===== config.mk =====
export PLATFORM = sky130hd
export DESIGN_NAME = led_port_blink_pwm_control
export DESIGN_NICKNAME = d
export VERILOG_FILES = /design/src/rtl/led_pwm_pkg.sv /design/src/rtl/pwm_timebase.sv /design/src/rtl/led_port_blink_pwm_control.sv
export SDC_FILE = /design/constraint.sdc
export NUM_CORES = 1
export LEC_CHECK = 0
export BUFFER_PORTS_ARGS = -buffer_cell sky130_fd_sc_hd__buf_2
export CAP_MARGIN = 40
export CORE_ASPECT_RATIO = 1.5
export CORE_MARGIN = 2
export CORE_UTILIZATION = 51
export DETAILED_ROUTE_END_ITERATION = 10
export HOLD_SLACK_MARGIN = 0.06
export PLACE_DENSITY = 0.76
export SYNTH_ARGS = -nofsm -noshare
export SYNTH_HDL_FRONTEND = slang
export SYNTH_SLANG_ARGS = --single-unit
export TNS_END_PERCENT = 5

===== constraint.sdc =====
create_clock -name clk -period 2.8 [get_ports clk]
set_input_delay 0.28 -clock clk [delete_from_list [all_inputs] [get_ports clk]]
set_output_delay 0.28 -clock clk [all_outputs]
set_load 0.01 [all_outputs]

===== src/rtl/led_pwm_pkg.sv =====
// constants shared by the port, blink and pwm logic
// assumes a 100 MHz system clock and an 8-bit register port
package led_pwm_pkg;

   // ****************************************
   // register offsets
   // ****************************************
   localparam logic [7:0] ADDR_INPUT = 8'h00;
   localparam logic [7:0] ADDR_PHASE0 = 8'h01;
   localparam logic [7:0] ADDR_DIR = 8'h03;
   localparam logic [7:0] ADDR_PHASE1 = 8'h09;
   localparam logic [7:0] ADDR_MASTER = 8'h0E;
   localparam logic [7:0] ADDR_CONFIG = 8'h0F;
   localparam logic [7:0] ADDR_INTENS0 = 8'h10;
   localparam logic [7:0] ADDR_INTENS3 = 8'h13;

   // ****************************************
   // configuration register fields
   // ****************************************
   localparam int CFG_BLINK_EN = 0;
   localparam int CFG_FLIP = 1;
   localparam int CFG_GLOBAL = 2;
   localparam int CFG_IRQ_EN = 3;
   localparam int CFG_GPO0 = 4;
   localparam int CFG_GPO1 = 5;
   localparam int CFG_ZERO = 6;
   localparam int CFG_STATUS = 7;

   // ****************************************
   // values after reset
   // ****************************************
   localparam logic [7:0] RST_PHASE = 8'hFF;
   localparam logic [7:0] RST_DIR = 8'hFF;
   localparam logic [7:0] RST_MASTER = 8'h0F;
   localparam logic [5:0] RST_CONFIG = 6'h0C;
   localparam logic [3:0] RST_INTENS = 4'hF;

   // ****************************************
   // pwm timing
   // ****************************************
   localparam int CLK_PERIOD_NS = 10;
   localparam int OSC_PERIOD_NS = 31250;
   // longest time, so round down
   localparam int OSC_TICK_CYCLES = OSC_PERIOD_NS / CLK_PERIOD_NS;
   localparam int TICK_W = 12;
   localparam logic [3:0] PWM_LAST_CYCLE = 4'hF;
   localparam logic [3:0] PWM_LAST_SLOT = 4'hE;
   localparam logic [3:0] INTENS_STATIC = 4'hF;

endpackage : led_pwm_pkg


===== src/rtl/pwm_timebase.sv =====
// pwm time base: 32 kHz step enable, 16 cycles per slot, 15 slots
// assumes run drops whenever pwm is switched off entirely
`timescale 1ns/1ps
module pwm_timebase (
   input wire logic clk,
   input wire logic sys_rst,
   input wire logic run,
   output logic [3:0] cycle_idx,
   output logic [3:0] slot_idx
);

   typedef struct packed {
      logic [led_pwm_pkg::TICK_W-1:0] pre;
      logic [3:0] cycle;
      logic [3:0] slot;
   } tb_state_s;

   tb_state_s st_reg;
   tb_state_s st_next;

   always_comb begin
      st_next = st_reg;
      if (!run) begin
         // oscillator stopped: counters parked at the period start
         st_next = '0;
      end else if (st_reg.pre == led_pwm_pkg::TICK_W'(led_pwm_pkg::OSC_TICK_CYCLES - 1)) begin
         st_next.pre = '0;
         st_next.cycle = st_reg.cycle + 4'h1;
         if (st_reg.cycle == led_pwm_pkg::PWM_LAST_CYCLE) begin
            st_next.slot = (st_reg.slot == led_pwm_pkg::PWM_LAST_SLOT) ? 4'h0
                                                                     : st_reg.slot + 4'h1;
         end
      end else begin
         st_next.pre = st_reg.pre + led_pwm_pkg::TICK_W'(1);
      end
   end

   always_ff @(posedge clk) begin
      if (sys_rst) begin
         st_reg <= '0;
      end else begin
         st_reg <= st_next;
      end
   end

   assign cycle_idx = st_reg.cycle;
   assign slot_idx = st_reg.slot;

endmodule : pwm_timebase


===== src/rtl/led_port_blink_pwm_control.sv =====
// eight open-drain ports plus the shared ninth pin, with blink and pwm
// assumes a decoded register port from the serial front end and a
// change-detect pulse from the input transition logic
//
// Function
// irq enable: ninth pin follows change detect
// no blink: phase-0 gpo bit sets pin
// blink: pin follows gpo bit of phase
// config bit 7 reads change status
// config bit 6 always reads zero
// blink flags choose phase register for ports
// output port: 1 hi-z, 0 driven low
// phase registers read stored value
// direction 1 input, 0 output, readable
// 32 kHz time base, stopped when off
// 240 steps: 15 slots of 16
// master gates 1 to 15 slots
// individual duty 1/16..16/16 inside gated slots
// setting 16/16 gives static output
// phase-0 bit is on-time level
// blink: each phase bit is on-level
// global flag: ninth nibble for all
// host uses individual control for mixes
// global: ports use master register low nibble
// master nibble zero: all outputs static
// n/16 on cycles in gated slots
`timescale 1ns/1ps
module led_port_blink_pwm_control (
   input wire logic clk,
   input wire logic sys_rst,
   input wire logic reg_wr,
   input wire logic reg_rd,
   input wire logic [7:0] reg_addr,
   input wire logic [7:0] reg_wdata,
   output logic [7:0] reg_rdata,
   input wire logic change_event,
   input wire logic [7:0] pin_sense_bits,
   output logic [7:0] io_ports_out,
   output logic [7:0] io_ports_oe,
   output logic irq_or_gpo_pin_out,
   output logic irq_or_gpo_pin_oe
);

   // ****************************************
   // state
   // ****************************************
   typedef struct packed {
      logic [7:0] phase0;
      logic [7:0] phase1;
      logic [7:0] dir;
      logic [7:0] master;
      logic [5:0] cfg;
      logic status;
      logic [7:0][3:0] intens;
      logic [7:0] rdata;
      logic [7:0] ports_oe;
      logic gpo_oe;
   } ctl_state_s;

   ctl_state_s st_reg;
   ctl_state_s st_next;

   logic [3:0] cycle_idx;
   logic [3:0] slot_idx;
   logic pwm_run;

   // ****************************************
   // helpers
   // ****************************************
   // 1 = pull the pin low for this step; lvl is the on-time level
   function automatic logic drive_low(input logic lvl, input logic [3:0] inten,
                                      input logic [3:0] mst, input logic [3:0] cyc,
                                      input logic [3:0] slot);
      logic on_time;
      on_time = 1'b0;
      if (mst == 4'h0 || inten == led_pwm_pkg::INTENS_STATIC) begin
         // static output, no pwm glitches
         drive_low = ~lvl;
      end else begin
         on_time = (slot < mst) && (cyc <= inten);
         drive_low = on_time ? ~lvl : lvl;
      end
   endfunction : drive_low

   function automatic logic is_intens_addr(input logic [7:0] a);
      is_intens_addr = (a >= led_pwm_pkg::ADDR_INTENS0) && (a <= led_pwm_pkg::ADDR_INTENS3);
   endfunction : is_intens_addr

   // ****************************************
   // time base
   // ****************************************
   assign pwm_run = (st_reg.master[7:4] != 4'h0);

   pwm_timebase u_timebase (
      .clk(clk),
      .sys_rst(sys_rst),
      .run(pwm_run),
      .cycle_idx(cycle_idx),
      .slot_idx(slot_idx)
   );

   // ****************************************
   // next state
   // ****************************************
   always_comb begin
      logic phase_sel;
      logic [3:0] ten;
      logic [1:0] pair;
      logic lvl;
      st_next = st_reg;
      phase_sel = st_reg.cfg[led_pwm_pkg::CFG_BLINK_EN] && st_reg.cfg[led_pwm_pkg::CFG_FLIP];
      ten = 4'h0;
      pair = reg_addr[1:0];
      lvl = 1'b0;

      // register writes
      if (reg_wr) begin
         unique case (reg_addr)
            led_pwm_pkg::ADDR_PHASE0: st_next.phase0 = reg_wdata;
            led_pwm_pkg::ADDR_PHASE1: st_next.phase1 = reg_wdata;
            led_pwm_pkg::ADDR_DIR: st_next.dir = reg_wdata;
            led_pwm_pkg::ADDR_MASTER: st_next.master = reg_wdata;
            led_pwm_pkg::ADDR_CONFIG: st_next.cfg = reg_wdata[5:0];
            default: begin
               if (is_intens_addr(reg_addr)) begin
                  st_next.intens[{pair, 1'b0}] = reg_wdata[3:0];
                  st_next.intens[{pair, 1'b1}] = reg_wdata[7:4];
               end
            end
         endcase
      end

      // register reads, answered one cycle later
      if (reg_rd) begin
         unique case (reg_addr)
            led_pwm_pkg::ADDR_INPUT: st_next.rdata = pin_sense_bits;
            led_pwm_pkg::ADDR_PHASE0: st_next.rdata = st_reg.phase0;
            led_pwm_pkg::ADDR_PHASE1: st_next.rdata = st_reg.phase1;
            led_pwm_pkg::ADDR_DIR: st_next.rdata = st_reg.dir;
            led_pwm_pkg::ADDR_MASTER: st_next.rdata = st_reg.master;
            led_pwm_pkg::ADDR_CONFIG: st_next.rdata = {st_reg.status, 1'b0, st_reg.cfg};
            default: begin
               if (is_intens_addr(reg_addr)) begin
                  st_next.rdata = {st_reg.intens[{pair, 1'b1}], st_reg.intens[{pair, 1'b0}]};
               end else begin
                  st_next.rdata = 8'h00;
               end
            end
         endcase
      end

      // change status: a read of the input ports clears it, a new change wins
      st_next.status = change_event |
                       (st_reg.status & ~(reg_rd && reg_addr == led_pwm_pkg::ADDR_INPUT));

      // port drivers
      for (int i = 0; i < 8; i++) begin
         lvl = phase_sel ? st_reg.phase1[i] : st_reg.phase0[i];
         ten = st_reg.cfg[led_pwm_pkg::CFG_GLOBAL] ? st_reg.master[3:0]
                                                    : st_reg.intens[i];
         // input ports never driven; open drain only pulls low
         st_next.ports_oe[i] = ~st_reg.dir[i] &
                               drive_low(lvl, ten, st_reg.master[7:4], cycle_idx, slot_idx);
      end

      // ninth pin
      if (st_reg.cfg[led_pwm_pkg::CFG_IRQ_EN]) begin
         st_next.gpo_oe = st_reg.status;
      end else begin
         lvl = phase_sel ? st_reg.cfg[led_pwm_pkg::CFG_GPO1]
                         : st_reg.cfg[led_pwm_pkg::CFG_GPO0];
         st_next.gpo_oe = drive_low(lvl, st_reg.master[3:0], st_reg.master[7:4],
                                    cycle_idx, slot_idx);
      end
   end

   // ****************************************
   // registers
   // ****************************************
   always_ff @(posedge clk) begin
      if (sys_rst) begin
         st_reg.phase0 <= led_pwm_pkg::RST_PHASE;
         st_reg.phase1 <= led_pwm_pkg::RST_PHASE;
         st_reg.dir <= led_pwm_pkg::RST_DIR;
         st_reg.master <= led_pwm_pkg::RST_MASTER;
         st_reg.cfg <= led_pwm_pkg::RST_CONFIG;
         st_reg.status <= 1'b0;
         st_reg.intens <= {8{led_pwm_pkg::RST_INTENS}};
         st_reg.rdata <= 8'h00;
         st_reg.ports_oe <= 8'h00;
         st_reg.gpo_oe <= 1'b0;
      end else begin
         st_reg <= st_next;
      end
   end

   assign reg_rdata = st_reg.rdata;
   assign io_ports_oe = st_reg.ports_oe;
   assign irq_or_gpo_pin_oe = st_reg.gpo_oe;
   // open drain: the driven level is always low
   assign io_ports_out = 8'h00;
   assign irq_or_gpo_pin_out = 1'b0;

endmodule : led_port_blink_pwm_control


; ---- Word level (Yosys, flattened, before mapping)
; Index checks and enable logic that the tools add are counted.
[totals]
out_inout_bits = 26
ff_bits = 108
[classes]
eq_ne = 17
bitwise = 30
muxes = 49
n_addsub = 3
magnitude_cmp = 16
n_reduce_logical = 36
[op_table]
columns = cell, n
row1 = bitwise mux 32 bit, 2
row2 = 2-to-1 mux 4 bit, 13
row3 = case mux 8 bit (6 select lines), 1
row4 = "equality test 4 bit, second input constant", 11
row5 = <= comparator 4 bit, 9
row6 = 2-to-1 mux 1 bit, 28
row7 = "equality test 8 x 4 -> 1 bit, second input constant", 3
row8 = NOT 1 bit, 20
row9 = binary-select mux 4 bit (select 2 bit), 2
row10 = demux 4 bit (select 2 bit), 2
row11 = logical AND 1 bit, 14
row12 = "adder 12 x 1 -> 12 bit, second input constant", 1
row13 = "equality test 12 bit, second input constant", 1
row14 = AND reduction 2 bit, 6
row15 = AND 1 bit, 9
row16 = logical OR 1 bit, 9
row17 = "adder 4 x 1 -> 4 bit, second input constant", 2
row18 = "equality test 8 x 1 -> 1 bit, second input constant", 1
row19 = "equality test 8 x 2 -> 1 bit, second input constant", 1
row20 = ">= comparator 8 x 5 -> 1 bit, second input constant", 1
row21 = "<= comparator 8 x 5 -> 1 bit, second input constant", 1
row22 = logical NOT 8 bit, 1
row23 = "< comparator 3 x 4 -> 1 bit, second input constant", 2
row24 = 2-to-1 mux 8 bit, 1
row25 = other kinds (9), 10

; ---- Logic depth before layout (Yosys ltp)
; Gate-level depths: netlist of the first run.
[depth]
ltp_word = 6
depth_mapped = 9
ltp_nobuf = 9

; ---- By module
; A second synthesis of the first run with hierarchy kept.
[hier_totals]
hier_cells = 788
hier_area_um2 = 6805.3
[by_module_without_submodules]
columns = mod, cells_per_inst, area_each_um2, instances
row1 = led_port_blink_pwm_control, 679, 5814.3, 1
row2 = pwm_timebase, 109, 991.0, 1

; ---- Worst setup path before layout of the first run
; No wires, ideal clock.
[synth_path]
kind = register to register
startpoint = register st_reg[52] (netlist name)
endpoint = register st_reg (netlist bit io_ports_oe[6])
t_arrival_ps = 2217
path_slack_ps = 504
setup_time_ps = 79
stages_incl_launch_ff = 9
cell_sequence = dfxtp_1 > clkbuf_1 > clkbuf_1 > o21ai_0 > ha_1 > and4_1 > a21oi_1 > or4b_2 > o211ai_1
[synth_via]
elab_chain_cells = 6
elab_cells_between_ends = 8
[synth_lines]
columns = element, line
row1 = start: declaration, led_port_blink_pwm_control.sv:60  ; ctl_state_s st_reg;
row2 = start signal: assignment, led_port_blink_pwm_control.sv:193  ; st_reg <= st_next;
row3 = 2-to-1 mux 4 bit *, led_port_blink_pwm_control.sv:159  ; ten = st_reg.cfg[led_pwm_pkg::CFG_GLOBAL] ? st_reg.master[3:0]
row4 = <= comparator 4 bit, led_port_blink_pwm_control.sv:80  ; on_time = (slot < mst) && (cyc <= inten);
row5 = logical AND 1 bit, led_port_blink_pwm_control.sv:80
row6 = 2-to-1 mux 1 bit, led_port_blink_pwm_control.sv:81  ; drive_low = on_time ? ~lvl : lvl;
row7 = 2-to-1 mux 1 bit *, led_port_blink_pwm_control.sv:76  ; if (mst == 4'h0 || inten == led_pwm_pkg::INTENS_STATIC) begin
row8 = AND 1 bit *, led_port_blink_pwm_control.sv:162  ; st_next.ports_oe[i] = ~st_reg.dir[i] &
; Every way passes the cells marked *; elsewhere a longest branch is shown, timed or not.
; A chain may end at the register's enable or synchronous reset.

; ---- Worst setup path after layout of the first run
[layout_path]
startpoint = register st_reg[57] (netlist name)
endpoint = register st_reg (netlist bit io_ports_oe[6])
; Same word-level chain as after synthesis.

==> results of run 1 <==
routing by layer:
layer / wire length (um) / global-route usage (%)
met1: 7570 / 32.7
met2: 9480 / 48.2
met3: 1360 / 4.49
met5: 0 / 0
met4: 1480 / 19.5
worst max-delay path by stage:
stage,depth (start not counted),slack (ps),from,end
after CTS,10,350,st_reg[57],io_ports_oe[6]
after global placement,10,470,st_reg[57],io_ports_oe[6]
after floorplan,8,500,st_reg[52],io_ports_oe[6]
after global routing,10,140,st_reg[57],io_ports_oe[6]
final,10,320,st_reg[57],io_ports_oe[6]
after detailed placement,10,400,st_reg[57],io_ports_oe[6]
Yosys cell counts (2+ instances only):
| cell type | n |
|---|---|
| a211o_1 | 41 |
| a211o_2 | 6 |
| a211oi_1 | 2 |
| a21oi_1 | 54 |
| a22o_1 | 6 |
| a22oi_1 | 22 |
| a311oi_1 | 7 |
| a31oi_1 | 3 |
| and2_1 | 3 |
| and3_1 | 8 |
| and4_1 | 5 |
| buf_2 | 6 |
| buf_4 | 26 |
| buf_6 | 2 |
| clkbuf_1 | 34 |
| dfxtp_1 | 108 |
| ha_1 | 42 |
| inv_1 | 32 |
| mux2i_1 | 20 |
| mux4_2 | 8 |
| nand2_1 | 80 |
| nand2b_1 | 5 |
| nand3_1 | 25 |
| nand3b_1 | 35 |
| nand4_1 | 11 |
| nand4b_1 | 3 |
| nand4bb_1 | 2 |
| nor2_1 | 83 |
| nor2b_1 | 15 |
| nor3_1 | 5 |
| nor4_1 | 2 |
| o211ai_1 | 15 |
| o21ai_0 | 21 |
| o311ai_0 | 4 |
| o31a_1 | 4 |
| o41a_1 | 3 |
| or2_2 | 3 |
| or4_1 | 5 |
| or4b_2 | 3 |
| xnor2_1 | 3 |
| xor2_1 | 10 |
power by group through the flow:
stage                     Clock, W  Sequential (W)  Combinational [W]
final                      0.00129         0.00155           0.000178
after global routing       0.00136         0.00155           0.000191
after CTS                  0.00132         0.00155           0.000174
after detailed placement         0         0.00159           0.000174
after global placement           0         0.00159           0.000173
after floorplan                  0         0.00158           0.000120
layout make-up:
class | count | area, um2 | share of cell area, %
clock buffer | 9 | 225 | 3.12
multi-input combinational | 590 | 4020 | 55.7
clock inverter | 7 | 75.1 | 1.04
inverter | 33 | 124 | 1.72
timing repair buffer | 69 | 405 | 5.62
sequential | 108 | 2160 | 30.0
tap | 159 | 199 | 2.76
worst register-to-register path: stages, from the launching register on:
cell and delay (ps):
dfxtp_1 440, inv_1 90, nor2_1 220, buf_4 180, a21oi_1 50, ha_1 300
nor2b_1 120, o211ai_1 90, a21oi_1 180, or4b_2 590, o211ai_1 120
metrics by stage:
stage / std cells / hold slack (ps) / setup slack (ps) / total power, W
floorplan: 801 / 397 / 504 / 0.00170
global placement: 959 / 445 / 471 / 0.00176
detailed placement: 959 / 450 / 403 / 0.00176
CTS: 975 / 123 / 347 / 0.00304
global route: 975 / 152 / 140 / 0.00311
finish: 975 / 131 / 325 / 0.00302
cells by family (layout without fill, tap and decap cells):
kind of cell / count (synthesis) / count (layout) / share of synthesized area (%)
simple gates: 300 / 300 / 23.2
compound gates: 198 / 198 / 21.2
flops: 108 / 108 / 32.4
buf+inv: 103 / 118 / 7.84
fa+ha+maj: 42 / 42 / 7.88
mux: 28 / 28 / 5.70
xor+xnor: 13 / 13 / 1.71
other cells: 1 / 9 / 0.0562
==> reports/metrics.yaml, run 1 <==
run_status:
  outcome: "completed"
clock_tree:
  clockRootBuffer: "clkbuf_16"
  cts.sinks: 108
  clock_tree.buffer_depth: 2
  cts_tree: "built"
  post_cts_buffers: 0
  clock_latency_ps: 360
  clk_pin_slew_ps: 80
  htree_levels: 3
  hold_buffers: 0
  cts_resized: 0
  cts_buffers: 9
synth:
  ys_types: 62
  syn_area_um2: 6670
  synth_enable_flop_cells: 0
  ys.warnings.count: 0
  synth_top_area_cell: "dfxtp_1"
  ys_seq_area_share_pct: 32.4
  synth_top_area_share_pct: 32.4
  ys_seq_elements: 108
  dominantRegCellSynth: "dfxtp_1"
  synthCells: 793
  async_flop_share_pct: 0
  syn_avg_cell_area_um2: 8.41
  ys_top_cells_by_area: "dfxtp_1 (32%), ha_1 (7.9%), a211o_1 (5.4%), nor2_1 (4.7%), nand2_1 (4.5%)"
sta:
  slew_violations: 0
  rsz0062_at_grt: "false"
  fmax_mhz: 404
  hold_viol_final: 0
  period_minus_slack_ps: 2480
  worst_pin_slew_ps: 893
  tns_ps: 0
  maxSlewHeadroom_pct: 40.4
  setup_violations: 0
  fin_crit_sh_pct: 88.4
  skew_ps: 10.8
power_and_ir_drop:
  pwr-share-comb_pct: 5.9
  vdd_drop_max_mv: 0.324
  pwr-share-clk_pct: 42.8
  swShare_pct: 26.0
  pwr-share-seq_pct: 51.3
  p_sw_w: 0.000785
  power_density_nw_per_um2: 419
  power.leakage_nw: 3.04
  p_int_w: 0.00224
cells_and_area:
  nets: 882
  final_cell_mix: "dfxtp_1 (108), nor2_1 (83), nand2_1 (80)"
  mostFrequentLayoutCell: "dfxtp_1"
  fill_cells: 1206
  drive_above_1_share_pct: 13.6
  final_core_util_pct: 55.9
  finalInstanceArea_um2: 7210
  largest_reg_flops: 71
  n_antenna_cell: 0
  synthToLayoutAreaGrowth_pct: 8.13
critical_path:
  reg2regPathDepth: 10
  cp-start-kind: "register"
  crit_family: "simple AND/OR/NAND/NOR gates"
  crit_fanout: 7
  required_ps: 3070
  worstReg2RegStart: "st_reg[57]"
  crit_type: "register to register"
  path_cells: "inv_1, nor2_1, buf_4, a21oi_1, ha_1, nor2b_1, o211ai_1, a21oi_1, or4b_2, o211ai_1"
  crit_arrival_ps: 2750
  cp-end-kind: "register"
  r2r_setup_slack_ps: 320
  slowest_delay_ps: 590
  r2r_end: "io_ports_oe[6]"
  cp_slowest_cell: "or4b_2"
  critical_path_buf_inv_count: 2
place:
  placed_area_um2: 6910
  port_buffers: 45
  post-dp-hpwl_um: 14900
  gp_congestion: 1.01
job:
  max-cap-violations: 0
routing:
  drc: 0
  first_iter_violations: 604
  wl_per_cell_um: 20.4
  drt_pass1_iterations: 5
  routed_via_density: 6.35
  ant_nets: 0
  vias: 6196
  wl_um: 19900
hold_path:
  min_path_type: "primary input to register"
  holdPathEnd: "st_reg[49]"
  whs_path_depth: 3
  hp-start: "change_event"
die:
  die_area_um2: 14000
  core_area_um2: 12900
  row_count: 51
  ioPinCount: 55
  die_h_um: 144
  start_util_pct: 51.7
  die_w_um: 97.4
grt:
  overflow: 0
  grt_util_all_layers_pct: 28.3
  grt_pass1_wl_um: 31100
  antenna_found_initial: 0
  grt_max_degree: 51
  grt_pass1_vias: 5746
Note: power is estimated with default switching activity, not from simulation.
==> inputs of run 2 (changes only) <==
--- a/config.mk
+++ b/config.mk
@@ -5,14 +5,14 @@
 export SDC_FILE = /design/constraint.sdc
 export NUM_CORES = 1
 export LEC_CHECK = 0
-export BUFFER_PORTS_ARGS = -buffer_cell sky130_fd_sc_hd__buf_2
 export CAP_MARGIN = 40
 export CORE_ASPECT_RATIO = 1.5
 export CORE_MARGIN = 2
 export CORE_UTILIZATION = 51
 export DETAILED_ROUTE_END_ITERATION = 10
+export DONT_BUFFER_PORTS = 1
 export HOLD_SLACK_MARGIN = 0.06
-export PLACE_DENSITY = 0.76
+export PLACE_DENSITY = 0.66
 export SYNTH_ARGS = -nofsm -noshare
 export SYNTH_HDL_FRONTEND = slang
 export SYNTH_SLANG_ARGS = --single-unit
==> run 2 against run 1 <==
Against the previous run: die area unchanged; clock power about the same; clock-buffer cell count unchanged; maximum frequency shrank 4.2%; first-iteration DRC count shrank 30%; routed wire length up 8.4%; critical endpoint unchanged; largest power group unchanged; highest routed layer unchanged.
==> reports/metrics.yaml, run 2 (synthesis gave the netlist of run 1 again) <==
hold_path:
  whs_path_depth: 2  # -1
  holdPathEnd: "st_reg[27]"
  hp-start: "reg_wdata[2]"
  min_path_type: "primary input to register"
cells_and_area:
  final_core_util_pct: 54.5  # -1.4 points
  largest_reg_flops: 71  # unchanged
  final_cell_mix: "dfxtp_1 (108), nor2_1 (82), nand2_1 (80)"
  finalInstanceArea_um2: 7030  # -2.5%
  nets: 839  # -4.9%
  n_antenna_cell: 0  # unchanged
  drive_above_1_share_pct: 7.38  # -6.2 points
  mostFrequentLayoutCell: "dfxtp_1"
  synthToLayoutAreaGrowth_pct: 5.44
  fill_cells: 1204  # -0.17%
place:
  gp_congestion: 1.04  # +2.1%
  post-dp-hpwl_um: 15500  # +4.1%
  placed_area_um2: 6610  # -4.3%
  port_buffers: 0  # -100%
sta:
  worst_pin_slew_ps: 633  # -260 ps
  setup_violations: 0  # unchanged
  hold_viol_final: 0  # unchanged
  period_minus_slack_ps: 2580  # +108 ps
  rsz0062_at_grt: "false"
  fmax_mhz: 387  # -4.2%
  skew_ps: 8.38  # -2.38 ps
  maxSlewHeadroom_pct: 56.6  # +16 points
  fin_crit_sh_pct: 92.2  # +3.8 points
  tns_ps: 0  # unchanged
  slew_violations: 0  # unchanged
die:
  start_util_pct: 51.7  # unchanged
  row_count: 51  # unchanged
  die_w_um: 97.4  # unchanged
  die_h_um: 144  # unchanged
  die_area_um2: 14000  # unchanged
  core_area_um2: 12900  # unchanged
  ioPinCount: 55  # unchanged
grt:
  grt_pass1_vias: 5802  # +0.97%
  antenna_found_initial: 0  # unchanged
  grt_pass1_wl_um: 32900  # +5.8%
  grt_util_all_layers_pct: 30.4  # +2.1 points
  grt_max_degree: 65  # +27%
  overflow: 0  # unchanged
power_and_ir_drop:
  p_sw_w: 0.000729  # -7.1%
  p_int_w: 0.00222  # -0.89%
  swShare_pct: 24.8  # -1.2 points
  pwr-share-clk_pct: 42.7  # about the same
  power.leakage_nw: 2.84  # -6.5%
  pwr-share-seq_pct: 52.8  # +1.5 points
  p_total_w: 0.00295  # -2.5%
  vdd_drop_max_mv: 0.281  # -13%
  power_density_nw_per_um2: 419  # about the same
  pwr-share-comb_pct: 4.5  # -1.4 points
critical_path:
  worstReg2RegStart: "st_reg[59]"
  cp-end-kind: "register"
  required_ps: 3060  # about the same
  crit_arrival_ps: 2850  # +100 ps
  cp-start-kind: "register"
  crit_type: "register to register"
  crit_fanout: 7  # unchanged
  r2r_setup_slack_ps: 220  # -110 ps
  reg2regPathDepth: 8  # -2
  r2r_end: "io_ports_oe[6]"
clock_tree:
  clk_pin_slew_ps: 80  # about the same
  clock_tree.buffer_depth: 2  # unchanged
  clockRootBuffer: "clkbuf_16"
  post_cts_buffers: 0  # unchanged
  cts.sinks: 108  # unchanged
  cts_tree: "built"
  htree_levels: 3  # unchanged
  cts_buffers: 9  # unchanged
  clock_latency_ps: 350  # about the same
routing:
  drt_pass1_iterations: 6  # +1
  wl_um: 21600  # +8.4%
  drc: 0  # unchanged
  routed_via_density: 6.56  # +3.3%
  vias: 6110  # -1.4%
  ant_nets: 0  # unchanged
  first_iter_violations: 423  # -30%
  wl_per_cell_um: 23.2  # +14%
run_status:
  outcome: "completed"
job:
  max-cap-violations: 0  # unchanged
## run 2: area by class of cell
cell class                      count  area, um2  area share, %
Multi-Input combinational cell    590       4020           57.2
Sequential cell                   108       2160           30.8
Timing Repair Buffer               26        243           3.45
Clock buffer                        9        225           3.20
Tap cell                          159        199           2.83
Inverter                           33        124           1.76
Clock inverter                      6       56.3          0.801
## run 2: metal layers
layer	vias to the layer above	track usage, %	part of all wire (%)
li1	2808	-	-
met5	-	0	0
met3	71	5.36	6.0
met2	260	53.5	50
met4	0	19.4	6.7
met1	2971	34.0	38
## run 2: worst max-delay path by stage
stage / end / start
2_1_floorplan: io_ports_oe[6] / st_reg[52]
3_3_place_gp: io_ports_oe[6] / st_reg[57]
3_5_place_dp: io_ports_oe[4] / st_reg[57]
4_1_cts: io_ports_oe[4] / st_reg[57]
5_1_grt: io_ports_oe[6] / st_reg[59]
6_report: io_ports_oe[6] / st_reg[59]
## run 2: power groups by stage
stage          registers, W  logic (W)  clock network [W]
6_report            0.00155   0.000133            0.00126
5_1_grt             0.00156   0.000141            0.00133
4_1_cts             0.00155   0.000129            0.00127
3_5_place_dp        0.00159  0.0000864                  0
3_3_place_gp        0.00159  0.0000841                  0
2_1_floorplan       0.00158   0.000120                  0
## run 2: critical path, cell delays in order (launching register included)
cell and delay [ps]:
dfxtp_1 470, inv_1 100, nor2_1 380, a21oi_1 90, ha_1 340, and4_1 220
a21oi_1 180, or4b_2 600, o211ai_1 120
## run 2: through the flow
| stage | hold WS [ps] | setup WS [ps] | cells |
|---|---|---|---|
| 6_report | 66.7 | 217 | 931 |
| 5_1_grt | 62.2 | 109 | 931 |
| 4_1_cts | 61.8 | 193 | 931 |
| 3_5_place_dp | 368 | 214 | 904 |
| 3_3_place_gp | 368 | 326 | 904 |
| 2_1_floorplan | 397 | 504 | 801 |
## run 2: what timing repair did
item / CTS / global route
hold buffers: 12 / 0
endpoints found under the setup margin: 0 / 1
hold endpoints to repair: 69 / 0
gates resized for setup: 0 / 1
